--- src/common/ocmp_regs.svh ---
/*
 Offsets, field positions and mode codes of the compare section.
 Assumes inclusion by bare name from any design or bench file.
*/
`ifndef OCMP_REGS_SVH
`define OCMP_REGS_SVH

// register offsets on the side port (8-bit data)
`define OC_ADDR_CTRL      4'h0
`define OC_ADDR_CMPA_LO   4'h1
`define OC_ADDR_CMPA_HI   4'h2
`define OC_ADDR_CMPB_LO   4'h3
`define OC_ADDR_CMPB_HI   4'h4
`define OC_ADDR_CNT_LO    4'h5
`define OC_ADDR_CNT_HI    4'h6
`define OC_ADDR_FLAGS     4'h7
`define OC_ADDR_IRQEN     4'h8
`define OC_ADDR_ACTION    4'h9
`define OC_ADDR_FORCE     4'ha
`define OC_ADDR_DIR       4'hb
`define OC_ADDR_STATUS    4'hc

// field positions
`define OC_BIT_A          0
`define OC_BIT_B          1
`define OC_WGM_W          4

// waveform mode codes
`define OC_WGM_NORMAL     4'h0
`define OC_WGM_CTC_A      4'h4
`define OC_WGM_CTC_CAP    4'hc
`define OC_CNT_MAX        16'hffff

// reset values
`define OC_RST_CMP        16'h0000
`define OC_RST_LATCH      1'b0

`endif

--- src/common/ocmp_if.sv ---
/*
 Byte-wide I/O bus between processor core and the compare section.
 Assumes one clock shared by both ends; no clocking block.
*/
`timescale 1ns/10ps
interface ocmp_if;
   logic [3:0] addr;
   logic [7:0] wdata;
   logic       wr;
   logic       rd;
   logic [7:0] rdata;
   logic       irq;
   logic [1:0] irq_ack;

   modport dev  (input addr, input wdata, input wr, input rd, input irq_ack,
                 output rdata, output irq);
   modport core (output addr, output wdata, output wr, output rd, output irq_ack,
                 input rdata, input irq);
endinterface : ocmp_if

--- src/core/ocmp_dev.sv ---
/*
 Device end: counter, two compare units, byte access, pin override.
 Assumes core on ocmp_if.dev, one clock, tick as prescaled timer clock.
*/
// Local design decisions: the register addresses and the plain strobed port.
`timescale 1ns/10ps
`include "ocmp_regs.svh"

// Notes on behaviour
// units compare full counter continuously
// match sets flag one timer tick later
// enabled flag interrupts; ack or one clears
// unit A may define counter top
// PWM modes buffer compare, load at top/count_lower_limit
// writes hit buffer or active register
// only writes change compare; direct reads
// high byte held, low write commits both
// force strobe acts latch, no flag/counter; ignored in PWM modes
// counter write blocks next tick's matches
// software avoids writing counter to top
// latch keeps value across mode change
// action bits apply immediately, unbuffered
// reset clears output latches
// nonzero action overrides port, direction kept
// action zero leaves latch unchanged
// action bits do not touch capture
// action bits never alter counting
// software toggles capture edge then clears
// software initialises latch before direction
// mode 4 clears on A, 12 on capture
module ocmp_dev (
   input  wire logic  clk,
   input  wire logic  sys_rst,
   input  wire logic  tick,
   input  wire logic  [15:0] capture_value,
   input  wire logic  [1:0]  port_value,
   ocmp_if.dev        bus,
   output logic [1:0] pin_out,
   output logic [1:0] pin_oe
);
   typedef struct packed {
      logic [15:0] cnt;
      logic [7:0]  hold;
      logic [3:0]  wgm;
      logic [3:0]  action;
      logic [1:0]  irqen;
      logic [1:0]  dir;
      logic        block;
      logic [7:0]  rdata;
      logic        irq;
      logic [1:0]  pout;
      logic [1:0]  poe;
   } dev_t;

   dev_t s_r, s_nxt;
   logic [15:0] cmp [2];
   logic [15:0] bufv [2];
   logic [1:0]  mt, flg, lat, wv, fs, fc;
   logic        pwm, top, count_lower_limit_hit, cnt_wr;
   logic [15:0] top_v;

   function automatic logic is_pwm(input logic [3:0] w);
      is_pwm = !(w == `OC_WGM_NORMAL || w == `OC_WGM_CTC_A || w == `OC_WGM_CTC_CAP);
   endfunction : is_pwm

   always_comb begin
      case (s_r.wgm)                              // see R4
         `OC_WGM_CTC_A, 4'hf: top_v = cmp[0];
         `OC_WGM_CTC_CAP, 4'he: top_v = capture_value;
         4'h5: top_v = 16'h00ff;
         4'h6: top_v = 16'h01ff;
         4'h7: top_v = 16'h03ff;
         default: top_v = `OC_CNT_MAX;
      endcase
   end

   assign pwm        = is_pwm(s_r.wgm);
   assign top        = (s_r.cnt == top_v) && !s_r.block;
   assign count_lower_limit_hit = (s_r.cnt == 16'h0000);
   assign cnt_wr     = bus.wr && (bus.addr == `OC_ADDR_CNT_LO);

   genvar g;
   generate
      for (g = 0; g < 2; g++) begin : gu
         assign wv[g] = bus.wr && (bus.addr == (g ? `OC_ADDR_CMPB_LO : `OC_ADDR_CMPA_LO));
         assign fs[g] = bus.wr && (bus.addr == `OC_ADDR_FORCE) && bus.wdata[g];
         assign fc[g] = bus.irq_ack[g] ||
                        (bus.wr && (bus.addr == `OC_ADDR_FLAGS) && bus.wdata[g]);
         ocmp_unit u (
            .clk                  (clk),
            .sys_rst              (sys_rst),
            .tick                 (tick),
            .counter_value        (s_r.cnt),
            .pwm_mode             (pwm),
            .at_update            (top || count_lower_limit_hit),
            .pwm_count_lower_limit           (count_lower_limit_hit),
            .block                (s_r.block),
            .wr_val               (wv[g]),
            .wr_data              ({s_r.hold, bus.wdata}),
            .output_action_select (s_r.action[2*g +: 2]),
            .force_compare_strobe (fs[g]),
            .flag_clr             (fc[g]),
            .compare_value        (cmp[g]),
            .buffer_value         (bufv[g]),
            .match                (mt[g]),
            .compare_match_flag   (flg[g]),
            .compare_output_latch (lat[g])
         );
      end
   endgenerate

   always_comb begin
      s_nxt = s_r;
      s_nxt.rdata = 8'h00;
      if (bus.wr) begin
         case (bus.addr)
            `OC_ADDR_CMPA_HI, `OC_ADDR_CMPB_HI, `OC_ADDR_CNT_HI: s_nxt.hold = bus.wdata;
            `OC_ADDR_CTRL:   s_nxt.wgm    = bus.wdata[3:0];
            `OC_ADDR_IRQEN:  s_nxt.irqen  = bus.wdata[1:0];
            `OC_ADDR_ACTION: s_nxt.action = bus.wdata[3:0];   // see R13
            `OC_ADDR_DIR:    s_nxt.dir    = bus.wdata[1:0];
            default: ;
         endcase
      end
      if (tick) s_nxt.block = 1'b0;
      if (tick) begin
         if ((s_r.wgm == `OC_WGM_CTC_A && mt[0]) || top) s_nxt.cnt = 16'h0000;
         else s_nxt.cnt = s_r.cnt + 16'h0001;
      end
      if (cnt_wr) begin
         s_nxt.cnt   = {s_r.hold, bus.wdata};
         s_nxt.block = 1'b1;
      end
      if (bus.rd) begin
         case (bus.addr)
            `OC_ADDR_CTRL:    s_nxt.rdata = {4'h0, s_r.wgm};
            // pwm modes read the buffer, others the active value
            `OC_ADDR_CMPA_LO: s_nxt.rdata = pwm ? bufv[0][7:0] : cmp[0][7:0];    // see R6
            `OC_ADDR_CMPA_HI: s_nxt.rdata = pwm ? bufv[0][15:8] : cmp[0][15:8];
            `OC_ADDR_CMPB_LO: s_nxt.rdata = pwm ? bufv[1][7:0] : cmp[1][7:0];
            `OC_ADDR_CMPB_HI: s_nxt.rdata = pwm ? bufv[1][15:8] : cmp[1][15:8];
            `OC_ADDR_CNT_LO:  s_nxt.rdata = s_r.cnt[7:0];
            `OC_ADDR_CNT_HI:  s_nxt.rdata = s_r.cnt[15:8];
            `OC_ADDR_FLAGS:   s_nxt.rdata = {6'h00, flg};
            `OC_ADDR_IRQEN:   s_nxt.rdata = {6'h00, s_r.irqen};
            `OC_ADDR_ACTION:  s_nxt.rdata = {4'h0, s_r.action};
            `OC_ADDR_DIR:     s_nxt.rdata = {6'h00, s_r.dir};
            `OC_ADDR_STATUS:  s_nxt.rdata = {6'h00, lat};
            default:          s_nxt.rdata = 8'h00;
         endcase
      end
      s_nxt.irq = |(flg & s_r.irqen);
      for (int i = 0; i < 2; i++) begin
         s_nxt.pout[i] = (s_r.action[2*i +: 2] != 2'h0) ? lat[i] : port_value[i];
         s_nxt.poe[i]  = s_r.dir[i];
      end
   end

   always_ff @(posedge clk or posedge sys_rst) begin
      if (sys_rst) begin
         s_r <= '0;
      end else begin
         s_r <= s_nxt;
      end
   end

   assign bus.rdata = s_r.rdata;
   assign bus.irq   = s_r.irq;
   assign pin_out   = s_r.pout;
   assign pin_oe    = s_r.poe;
endmodule : ocmp_dev

--- src/core/ocmp_unit.sv ---
/*
 One compare unit: buffered compare value, match, flag and output latch.
 Assumes the parent supplies decoded strobes and the running counter.
*/
`timescale 1ns/10ps
module ocmp_unit (
   input  wire logic        clk,
   input  wire logic        sys_rst,
   input  wire logic        tick,
   input  wire logic [15:0] counter_value,
   input  wire logic        pwm_mode,
   input  wire logic        at_update,
   input  wire logic        pwm_count_lower_limit,
   input  wire logic        block,
   input  wire logic        wr_val,
   input  wire logic [15:0] wr_data,
   input  wire logic [1:0]  output_action_select,
   input  wire logic        force_compare_strobe,
   input  wire logic        flag_clr,
   output logic [15:0]      compare_value,
   output logic [15:0]      buffer_value,
   output logic             match,
   output logic             compare_match_flag,
   output logic             compare_output_latch
);
   typedef struct packed {
      logic [15:0] buf_v;
      logic [15:0] act_v;
      logic        pend;
      logic        flag;
      logic        latch;
   } unit_t;

   unit_t s_r, s_nxt;

   function automatic logic act(input logic [1:0] a, input logic cur);
      case (a)
         2'h1:    act = ~cur;
         2'h2:    act = 1'b0;
         2'h3:    act = 1'b1;
         default: act = cur;
      endcase
   endfunction : act

   always_comb begin
      s_nxt = s_r;
      match = (counter_value == s_r.act_v) && !block;   // see R1
      if (wr_val) begin                          // see R6
         if (pwm_mode) s_nxt.buf_v = wr_data;
         else begin
            s_nxt.buf_v = wr_data;
            s_nxt.act_v = wr_data;
         end
      end
      if (tick && pwm_mode && at_update) s_nxt.act_v = s_r.buf_v;
      if (flag_clr) s_nxt.flag = 1'b0;
      if (tick) begin
         s_nxt.pend = match;
         if (s_r.pend) s_nxt.flag = 1'b1;
         if (match) begin
            if (pwm_mode)
               s_nxt.latch = (output_action_select == 2'h2) ? 1'b0 :
                             (output_action_select == 2'h3) ? 1'b1 : s_r.latch;
            else
               s_nxt.latch = act(output_action_select, s_r.latch);
         end else if (pwm_mode && pwm_count_lower_limit) begin
            s_nxt.latch = (output_action_select == 2'h2) ? 1'b1 :
                          (output_action_select == 2'h3) ? 1'b0 : s_r.latch;
         end
      end
      if (force_compare_strobe && !pwm_mode)
         s_nxt.latch = act(output_action_select, s_r.latch);
   end

   always_ff @(posedge clk or posedge sys_rst) begin
      if (sys_rst) begin
         s_r <= '0;
      end else begin
         s_r <= s_nxt;
      end
   end

   assign compare_value        = s_r.act_v;
   assign buffer_value         = s_r.buf_v;
   assign compare_match_flag   = s_r.flag;
   assign compare_output_latch = s_r.latch;
endmodule : ocmp_unit

--- src/flat_wrapper.sv ---
// flat-port wrapper written by rule: the top's interface ports become plain ports
module ocmp_dev_flat 
  (clk, sys_rst, tick, capture_value, port_value, pin_out, pin_oe, bus_addr, bus_wdata, bus_wr, bus_rd, bus_irq_ack, bus_rdata, bus_irq);
  ocmp_if bus_i ();
  input  wire logic clk;
  input  wire logic sys_rst;
  input  wire logic tick;
  input  wire logic  [15:0] capture_value;
  input  wire logic  [1:0] port_value;
  output logic [1:0] pin_out;
  output logic [1:0] pin_oe;
  input wire logic [$bits(bus_i.addr)-1:0] bus_addr;
  input wire logic [$bits(bus_i.wdata)-1:0] bus_wdata;
  input wire logic [$bits(bus_i.wr)-1:0] bus_wr;
  input wire logic [$bits(bus_i.rd)-1:0] bus_rd;
  input wire logic [$bits(bus_i.irq_ack)-1:0] bus_irq_ack;
  output wire logic [$bits(bus_i.rdata)-1:0] bus_rdata;
  output wire logic [$bits(bus_i.irq)-1:0] bus_irq;
  assign bus_i.addr = bus_addr;
  assign bus_i.wdata = bus_wdata;
  assign bus_i.wr = bus_wr;
  assign bus_i.rd = bus_rd;
  assign bus_i.irq_ack = bus_irq_ack;
  assign bus_rdata = bus_i.rdata;
  assign bus_irq = bus_i.irq;
  ocmp_dev u_core (.clk(clk), .sys_rst(sys_rst), .tick(tick), .capture_value(capture_value), .port_value(port_value), .bus(bus_i), .pin_out(pin_out), .pin_oe(pin_oe));
endmodule
--- config.mk ---
export PLATFORM = sky130hd
export DESIGN_NAME = ocmp_dev_flat
export DESIGN_NICKNAME = d
export VERILOG_FILES = /design/src/common/ocmp_if.sv /design/src/core/ocmp_dev.sv /design/src/core/ocmp_unit.sv /design/src/flat_wrapper.sv
export VERILOG_INCLUDE_DIRS = /design/src /design/src/common
export SDC_FILE = /design/constraint.sdc
export NUM_CORES = 1
export LEC_CHECK = 0
export ABC_AREA = 1
export BUFFER_PORTS_ARGS = -buffer_cell sky130_fd_sc_hd__clkbuf_2
export CAP_MARGIN = 20
export CORE_MARGIN = 1.5
export CORE_UTILIZATION = 65
export DETAILED_ROUTE_END_ITERATION = 16
export GPL_TIMING_DRIVEN = 0
export PLACE_DENSITY = 0.85
export SETUP_SLACK_MARGIN = 0.1
export SYNTH_ARGS = -nofsm -noshare
export SYNTH_HDL_FRONTEND = slang
export SYNTH_HIERARCHICAL = 1
export SYNTH_SLANG_ARGS = --single-unit
--- constraint.sdc ---
create_clock -name clk -period 6.3 [get_ports clk]
set_input_delay 1.26 -clock clk [delete_from_list [all_inputs] [get_ports clk]]
set_output_delay 1.26 -clock clk [all_outputs]
set_load 0.05 [all_outputs]
# ---- Yosys cells after proc, flatten, opt, wreduce, memory -nomap -nowiden
# Cells that the tools add are included.
dict set report totals {
  regBits 120
  input_bits 37
  output_inout_bits 13
  elab_cells 152
}
dict set report classes {
  add_sub_neg 1
  n_eq_ne 28
  mux 43
  n_bitwise 3
  n_reduce_logical 56
}
# op count
set ops {}
lappend ops {{$mux W16} 8}
lappend ops {{$pmux W8 S12} 1}
lappend ops {{$pmux W16 S5} 1}
lappend ops {{$eq A16 B16 Y1} 3}
lappend ops {{$mux W8} 5}
lappend ops {{$eq A4 B3 Y1 const B} 8}
lappend ops {{$eq A4 B4 Y1 const B} 8}
lappend ops {{$mux W1} 24}
lappend ops {{$logic_and A1 B1 Y1} 18}
lappend ops {{$add A16 B1 Y16 const B} 1}
lappend ops {{$logic_not A16 Y1} 1}
lappend ops {{$reduce_bool A2 Y1} 8}
lappend ops {{$reduce_bool A4 Y1} 4}
lappend ops {{$reduce_and A2 Y1} 7}
lappend ops {{$eq A2 B2 Y1 const B} 4}
lappend ops {{$eq A4 B2 Y1 const B} 2}
lappend ops {{$logic_not A4 Y1} 2}
lappend ops {{$reduce_and A4 Y1} 2}
lappend ops {{$logic_or A1 B1 Y1} 6}
lappend ops {{$pmux W1 S3} 2}
lappend ops {{$reduce_bool A3 Y1} 2}
lappend ops {{$reduce_or A2 Y1} 3}
lappend ops {{$eq A2 B1 Y1 const B} 2}
lappend ops {{$eq A4 B1 Y1 const B} 1}
lappend ops {{other kinds (5)} 8}

# ---- Logic depth before layout (Yosys ltp)
dict set report depth {
  ltp_word 9
  mapped_depth 20
  depth_no_buf 17
}

# ---- Modules after synthesis
# The synthesis kept the hierarchy.
# mod n_inst cells_per_inst area_per_inst_um2 seq_area_each_um2
set modules_own_cells {}
lappend modules_own_cells {ocmp_unit 2 246 2018.2 875.8}
lappend modules_own_cells {ocmp_dev 1 634 3980.1 1251.2}

# ---- Worst setup path after synthesis
# No wires, ideal clock.
dict set report synth_timing {
  path_type {input to register}
  start {input port capture_value[15]}
  end {register u_core.gu[0].u.s_r (netlist bit u_core/gu[0].u/compare_value[12])}
  setup_ps 130
  arrival_ps 2718
  t_required_ps 6170
  setup_slack_ps 3452
  path_stages 16
  n_path_buf 2
  path_cell_list {inv_1 -> nor2_1 -> nor2_1 -> nand2_1 -> nand2_1 -> nand2_1 -> nor2_1 -> nand2_1 -> nor2_1 -> nand3_2 -> buf_6 -> o21ai_1 -> nand2_1 -> buf_2 -> nand3_1 -> o211ai_1}
}
dict set report synth_via {
  elab_chain_cells 7
  elab_cells_between_ends 9
  cone_classes {eq/ne: 1; mux: 2; reduce/logical: 6}
}
# item line_no
set synth_rtl {}
lappend synth_rtl {{from (decl)} flat_wrapper.sv:8} ;# input wire logic [15:0] capture_value;
lappend synth_rtl {{$pmux W16 S5 *} ocmp_dev.sv:67} ;# case (s_r.wgm)
lappend synth_rtl {{$eq A16 B16 Y1 *} ocmp_dev.sv:78} ;# assign top = (s_r.cnt == top_v) && !s_r.block;
lappend synth_rtl {{$logic_and A1 B1 Y1 *} ocmp_dev.sv:78}
lappend synth_rtl {{$logic_or A1 B1 Y1 *} ocmp_dev.sv:95} ;# .at_update (top || count_lower_limit_hit),
lappend synth_rtl {{$logic_and A1 B1 Y1 *} ocmp_unit.sv:55} ;# if (tick && pwm_mode && at_update) s_nxt.act_v = s_r.buf_v;
lappend synth_rtl {{$reduce_bool A2 Y1 (no source line)} --}
lappend synth_rtl {{$reduce_and A2 Y1 (no source line)} --}
lappend synth_rtl {{to (signal assigned)} ocmp_unit.sv:79} ;# s_r <= s_nxt;
lappend synth_rtl {{to (decl)} ocmp_unit.sv:34} ;# unit_t s_r, s_nxt;
# Every way passes the cells marked *; elsewhere a longest branch is shown, timed or not.
# A chain may end at the register's enable or synchronous reset.

# ---- Final worst setup path
dict set report layout_timing {
  start {input port capture_value[15]}
  end {register u_core.gu[1].u.s_r (netlist bit u_core/gu[1].u/compare_value[15])}
}
dict set report layout_via {
  elab_chain_cells 7
  elab_cells_between_ends 9
  cone_classes {eq/ne: 1; mux: 2; reduce/logical: 6}
}
# item line_no
set layout_rtl {}
lappend layout_rtl {{$pmux W16 S5 *} ocmp_dev.sv:67}
lappend layout_rtl {{$eq A16 B16 Y1 *} ocmp_dev.sv:78}
lappend layout_rtl {{$logic_and A1 B1 Y1 *} ocmp_dev.sv:78}
lappend layout_rtl {{$logic_or A1 B1 Y1 *} ocmp_dev.sv:95}
lappend layout_rtl {{$logic_and A1 B1 Y1 *} ocmp_unit.sv:55}
lappend layout_rtl {{$reduce_bool A2 Y1 (no source line)} --}
lappend layout_rtl {{$reduce_and A2 Y1 (no source line)} --}
lappend layout_rtl {{to (signal assigned)} ocmp_unit.sv:79}
lappend layout_rtl {{to (decl)} ocmp_unit.sv:34}
# Marked as above.

==> metrics.sh <==
STATUS='finished clean'
REGTOREGENDPOINT='u_core/gu[1].u/compare_value[15]'
MIN_PERIOD_OVER_PERIOD_PCT=53.46
POWER.SHARE.CLOCK_PCT=28.4
FIRST_ITER_VIOLATIONS=1060
POWER_DENSITY_mW_PER_MM2=398.8
MAXIMUM_NUMBER_OF_PINS_ON_ONE_NET_BEFORE_GLOBAL_ROUTE_REPAIR=42
I_O_PINS=50
GRT_PASS1_VIAS=7600
UNREPAIRED_SETUP_ENDPOINTS_AFTER_GLOBAL_ROUTING='false'
GRT_REMAINING_OVERFLOW=0
ROUTED_WIRE_LENGTH_PER_INSTANCE_UM=19.62
GRT_PASS1_WL_UM=41140
PATH_COMMON_CELL='sky130_fd_sc_hd__nand2_1'
DRT.ANTENNA.VIOLATING_NETS=0
CTS-HTREE-LEVELS=4
DESIGN_AREA_MM2=0.009110
ASYNCSETRESETFLOPFRACSYNTH_PCT=100.0
LAYOUT_COMMON_CELLS='281 x sky130_fd_sc_hd__nand2_1, 143 x sky130_fd_sc_hd__inv_1, 120 x sky130_fd_sc_hd__dfrtp_1'
CTS_TREE='done'
POST-ROUTE-MIN-PERIOD_PS=3368
COMBINATIONALPOWERSHARE_PCT=36.3
NUM_VIAS=8165
EFFECTIVE_UTILIZATION_AT_FLOORPLAN_PCT=66.74
NETS=1234
DRT_FIRST_PASS_ITERS=6
LAYOUTNONFILLERINSTCOUNT=1354
HOLD_BUF_COUNT_CTS=0
WIRELENGTH_UM=26570
FINAL_DESIGN_UTILIZATION_PCT=75.84
R2R_SETUP_SLACK_PS=3000
WORST_HOLD_PATH.ENDPOINT='u_core/pin_oe[0]'
NETLIST-CELL-TYPE-COUNT=42
PLACE_HPWL_UM=19680
CP_SLOWEST_CELL='sky130_fd_sc_hd__inv_1'
CTS_BUFFER_DEPTH=2
WORSTPATHREQUIRED_PS=6630
DPL_WORST_SLACK_PS=2629
YOSYSTOPAREACELLSHARE_PCT=37.46
POWER.SHARE.SEQUENTIAL_PCT=35.3
MIN_FROM='u_core/s_nxt[0]'
DRC=0
SEQCELLAREA_MM2=0.003003
POWER.TOTAL_mW=3.633
TIMING.SETUP.TNS_PS=0
WORST_SETUP_HOLD_PATH_CLK_SLEW_PS=50
POST_ROUTE_WORST_SETUP_SLACK_PS=2932
PORT_BUFFERS=48
NUM_ROWS=40
POWER.SHARE.SWITCHING_PCT=38.41
DIEAREA_MM2=0.01301
NETLIST_INSTANCES=1126
AVGSYNTHCELLAREA_UM2=7.119
FIN_SKEW_PS=4.721
CTS_MADE_BUFFERS=17
GP_CONGESTION=1.018
GR-USAGE-ALL-LAYERS_PCT=42.86
POWER.LEAKAGE_nW=4.598
NFILLCELLS=971
FINALHOLDVIOLATIONS=0
ACHIEVABLE-FREQUENCY_MHz=296.9
DIE_H_UM=114.1
INTERNAL_POWER_mW=2.238
SEQ_AREA_FRAC_SYNTH_PCT=37.46
TOTAL_AREA_OF_MULTI_INPUT_COMBINATIONAL_CELLS_MM2=0.003667
WORSTPATHCELLLIST='clkbuf_2 -> inv_1 -> nor2_1 -> nor2_1 -> nand2_1 -> nand2_1 -> nand2_1 -> nor2_1 -> nand2_1 -> nor2_1 -> nand3_2 -> buf_6 -> o21ai_1 -> nand2_1 -> inv_1 -> a22oi_1 -> o21ai_0'
CTS_NUM_SINKS=120
WORSTREGTOREGCELLS=17
YS_SEQ_ELEMENTS=120
WORST_IR_DROP_VDD_mV=0.2663
TIMING_WORST_SETUP_PATH_TYPE='primary input to register'
CRITICAL_PATH.ENDPOINT_TYPE='register'
HOLD-PATH-CELL-COUNT=0
SETUP_VIOL=0
GRT_ANTENNA_BEFORE_REPAIR=1
SYNTH_AREA_LEADERS='sky130_fd_sc_hd__dfrtp_1 37%, sky130_fd_sc_hd__nand2_1 13%, sky130_fd_sc_hd__buf_4 7.3%, sky130_fd_sc_hd__inv_1 6.8%, sky130_fd_sc_hd__o21ai_0 5.4%'
DP.CELLS=1323
VIASPERCELL=6.030
CORE_AREA_MM2=0.01201
DRV_CAP=0
MOST_COMMON_CELL_AFTER_LAYOUT_FILL_AND_TAPS_ASIDE='sky130_fd_sc_hd__nand2_1'
SYNTHFLOPTYPE='sky130_fd_sc_hd__dfrtp_1'
TIMING.RR.START='u_core/s_r[25]'
POST_SYNTH_INSTANCE_AREA_MM2=0.008016
TIMING.CRITICAL_PATH.ARRIVAL_PS=3700
TIMING_WORST_SLEW_PIN_VALUE_PS=1044
FP.DIEW_UM=114.1
CTS_SETUP_BUFFERS=0
FIN_HOLD_WS_PS=415.9
SYNTH.YOSYS.WARNINGS=6
CRITICAL_PATH.STARTPOINT_TYPE='primary input'
SYN_NETS=1165
CRITPATHMAXFANOUT=10
CLOCK-ROOT-BUFFER='sky130_fd_sc_hd__clkbuf_16'
SYNTH_ENABLE_FLOP_CELLS=0
CTS_RESIZED=0
SLEW-LIMIT-HEADROOM_PCT=30.39
TOTAL_SWITCHING_POWER_mW=1.396
CRIT_PATH_MAX_INCR_DELAY_PS=360
CLKLATENCYLATEPIN_PS=420
MAXSLEWVIOLCOUNT=0
YOSYSTOPAREACELL='sky130_fd_sc_hd__dfrtp_1'
FINAL_LAYOUT_SIZE_SUFFIX_GT1_SHARE_PCT=19.49
HOLD_PATH_CLASS='register to register'
PLACE_AREA_MM2=0.008488
SYNTHTOLAYOUTAREAGROWTH_PCT=13.64
[critical path, delay by kind of cell]
| kind | cells | cell delay [ps] |
|---|---|---|
| buffers and inverters | 4 | 730 |
| AOI/OAI and AO/OA | 3 | 460 |
| and+or+nand+nor | 10 | 1240 |
[per-layer routing]
layer  routed length, um  vias up  global-route usage [%]
met4                1989        0                   27.17
met1               10100     3726                   54.72
met5                   0        -                       0
met2               11460      597                   64.70
met3                3028      150                   11.70
li1                    -     3692                       -
[kinds of logic after synthesis]
logic type	share of synthesized area, %
multiplexers	2.248
buffers and inverters	16.79
AO/OA/AOI/OAI	14.00
XOR/XNOR	1.530
flip-flops	37.46
adder cells (fa/ha/maj)	0.3121
AND/OR/NAND/NOR	27.66
[power by group through the flow]
stage	clock network [mW]	registers (mW)	logic [mW]
3_3_place_gp	0	1.26	1.23
5_1_grt	1.06	1.30	1.43
4_1_cts	1.03	1.27	1.28
6_report	1.03	1.28	1.32
3_5_place_dp	0	1.27	1.26
2_1_floorplan	0	1.17	0.984
[synthesized netlist by cell type (all sizes together) (3+ instances only)]
library cell	n
nand2	288
xnor2	12
nor4	3
buf	92
a22o	6
clkinv	3
o211ai	12
nand3	82
nor3	9
o221ai	6
o21ai	95
a21oi	25
nand4	14
nor2	111
a22oi	14
inv	162
dfrtp	120
clkbuf	16
o22ai	22
mux2	16
[registers in the layout, summed over array words and instances, names as in the netlist]
name                              flops
u_core/gu.u/compare_match_flag        2
u_core/gu.u/compare_value            32
u_core/gu.u/buffer_value             32
u_core/bus.irq                        1
u_core/pin_oe                         2
u_core/pin_out                        2
u_core/bus.rdata                      8
u_core/gu.u/s_r                       2
u_core/gu.u/compare_output_latch      2
u_core/s_r                           35
u_core/s_nxt                          2
[final cells by class]
class,instances,share of cell area [%]
Clock buffer,22,5.205
Sequential cell,120,32.96
Buffer,108,7.980
Timing Repair Buffer,50,3.159
Clock inverter,8,1.593
Tap cell,147,2.019
Inverter,165,6.799
Multi-Input combinational cell,733,40.26
Antenna cell,1,0.02747
[how the worst max path moves through the flow]
| stage | slack [ps] | cells after the start | end | from |
|---|---|---|---|---|
| finish | 2930 | 17 | u_core/gu[1].u/compare_value[15] | capture_value[15] |
| floorplan | 3450 | 16 | u_core/gu[0].u/compare_value[12] | capture_value[15] |
| global route | 2730 | 16 | u_core/gu[1].u/compare_value[13] | capture_value[1] |
| global placement | 2670 | 16 | u_core/gu[0].u/compare_value[0] | capture_value[15] |
| CTS | 3040 | 16 | u_core/gu[1].u/compare_value[1] | capture_value[15] |
| detailed placement | 2630 | 16 | u_core/gu[1].u/compare_value[1] | capture_value[15] |
No activity file was read; power rests on OpenSTA's default activity.
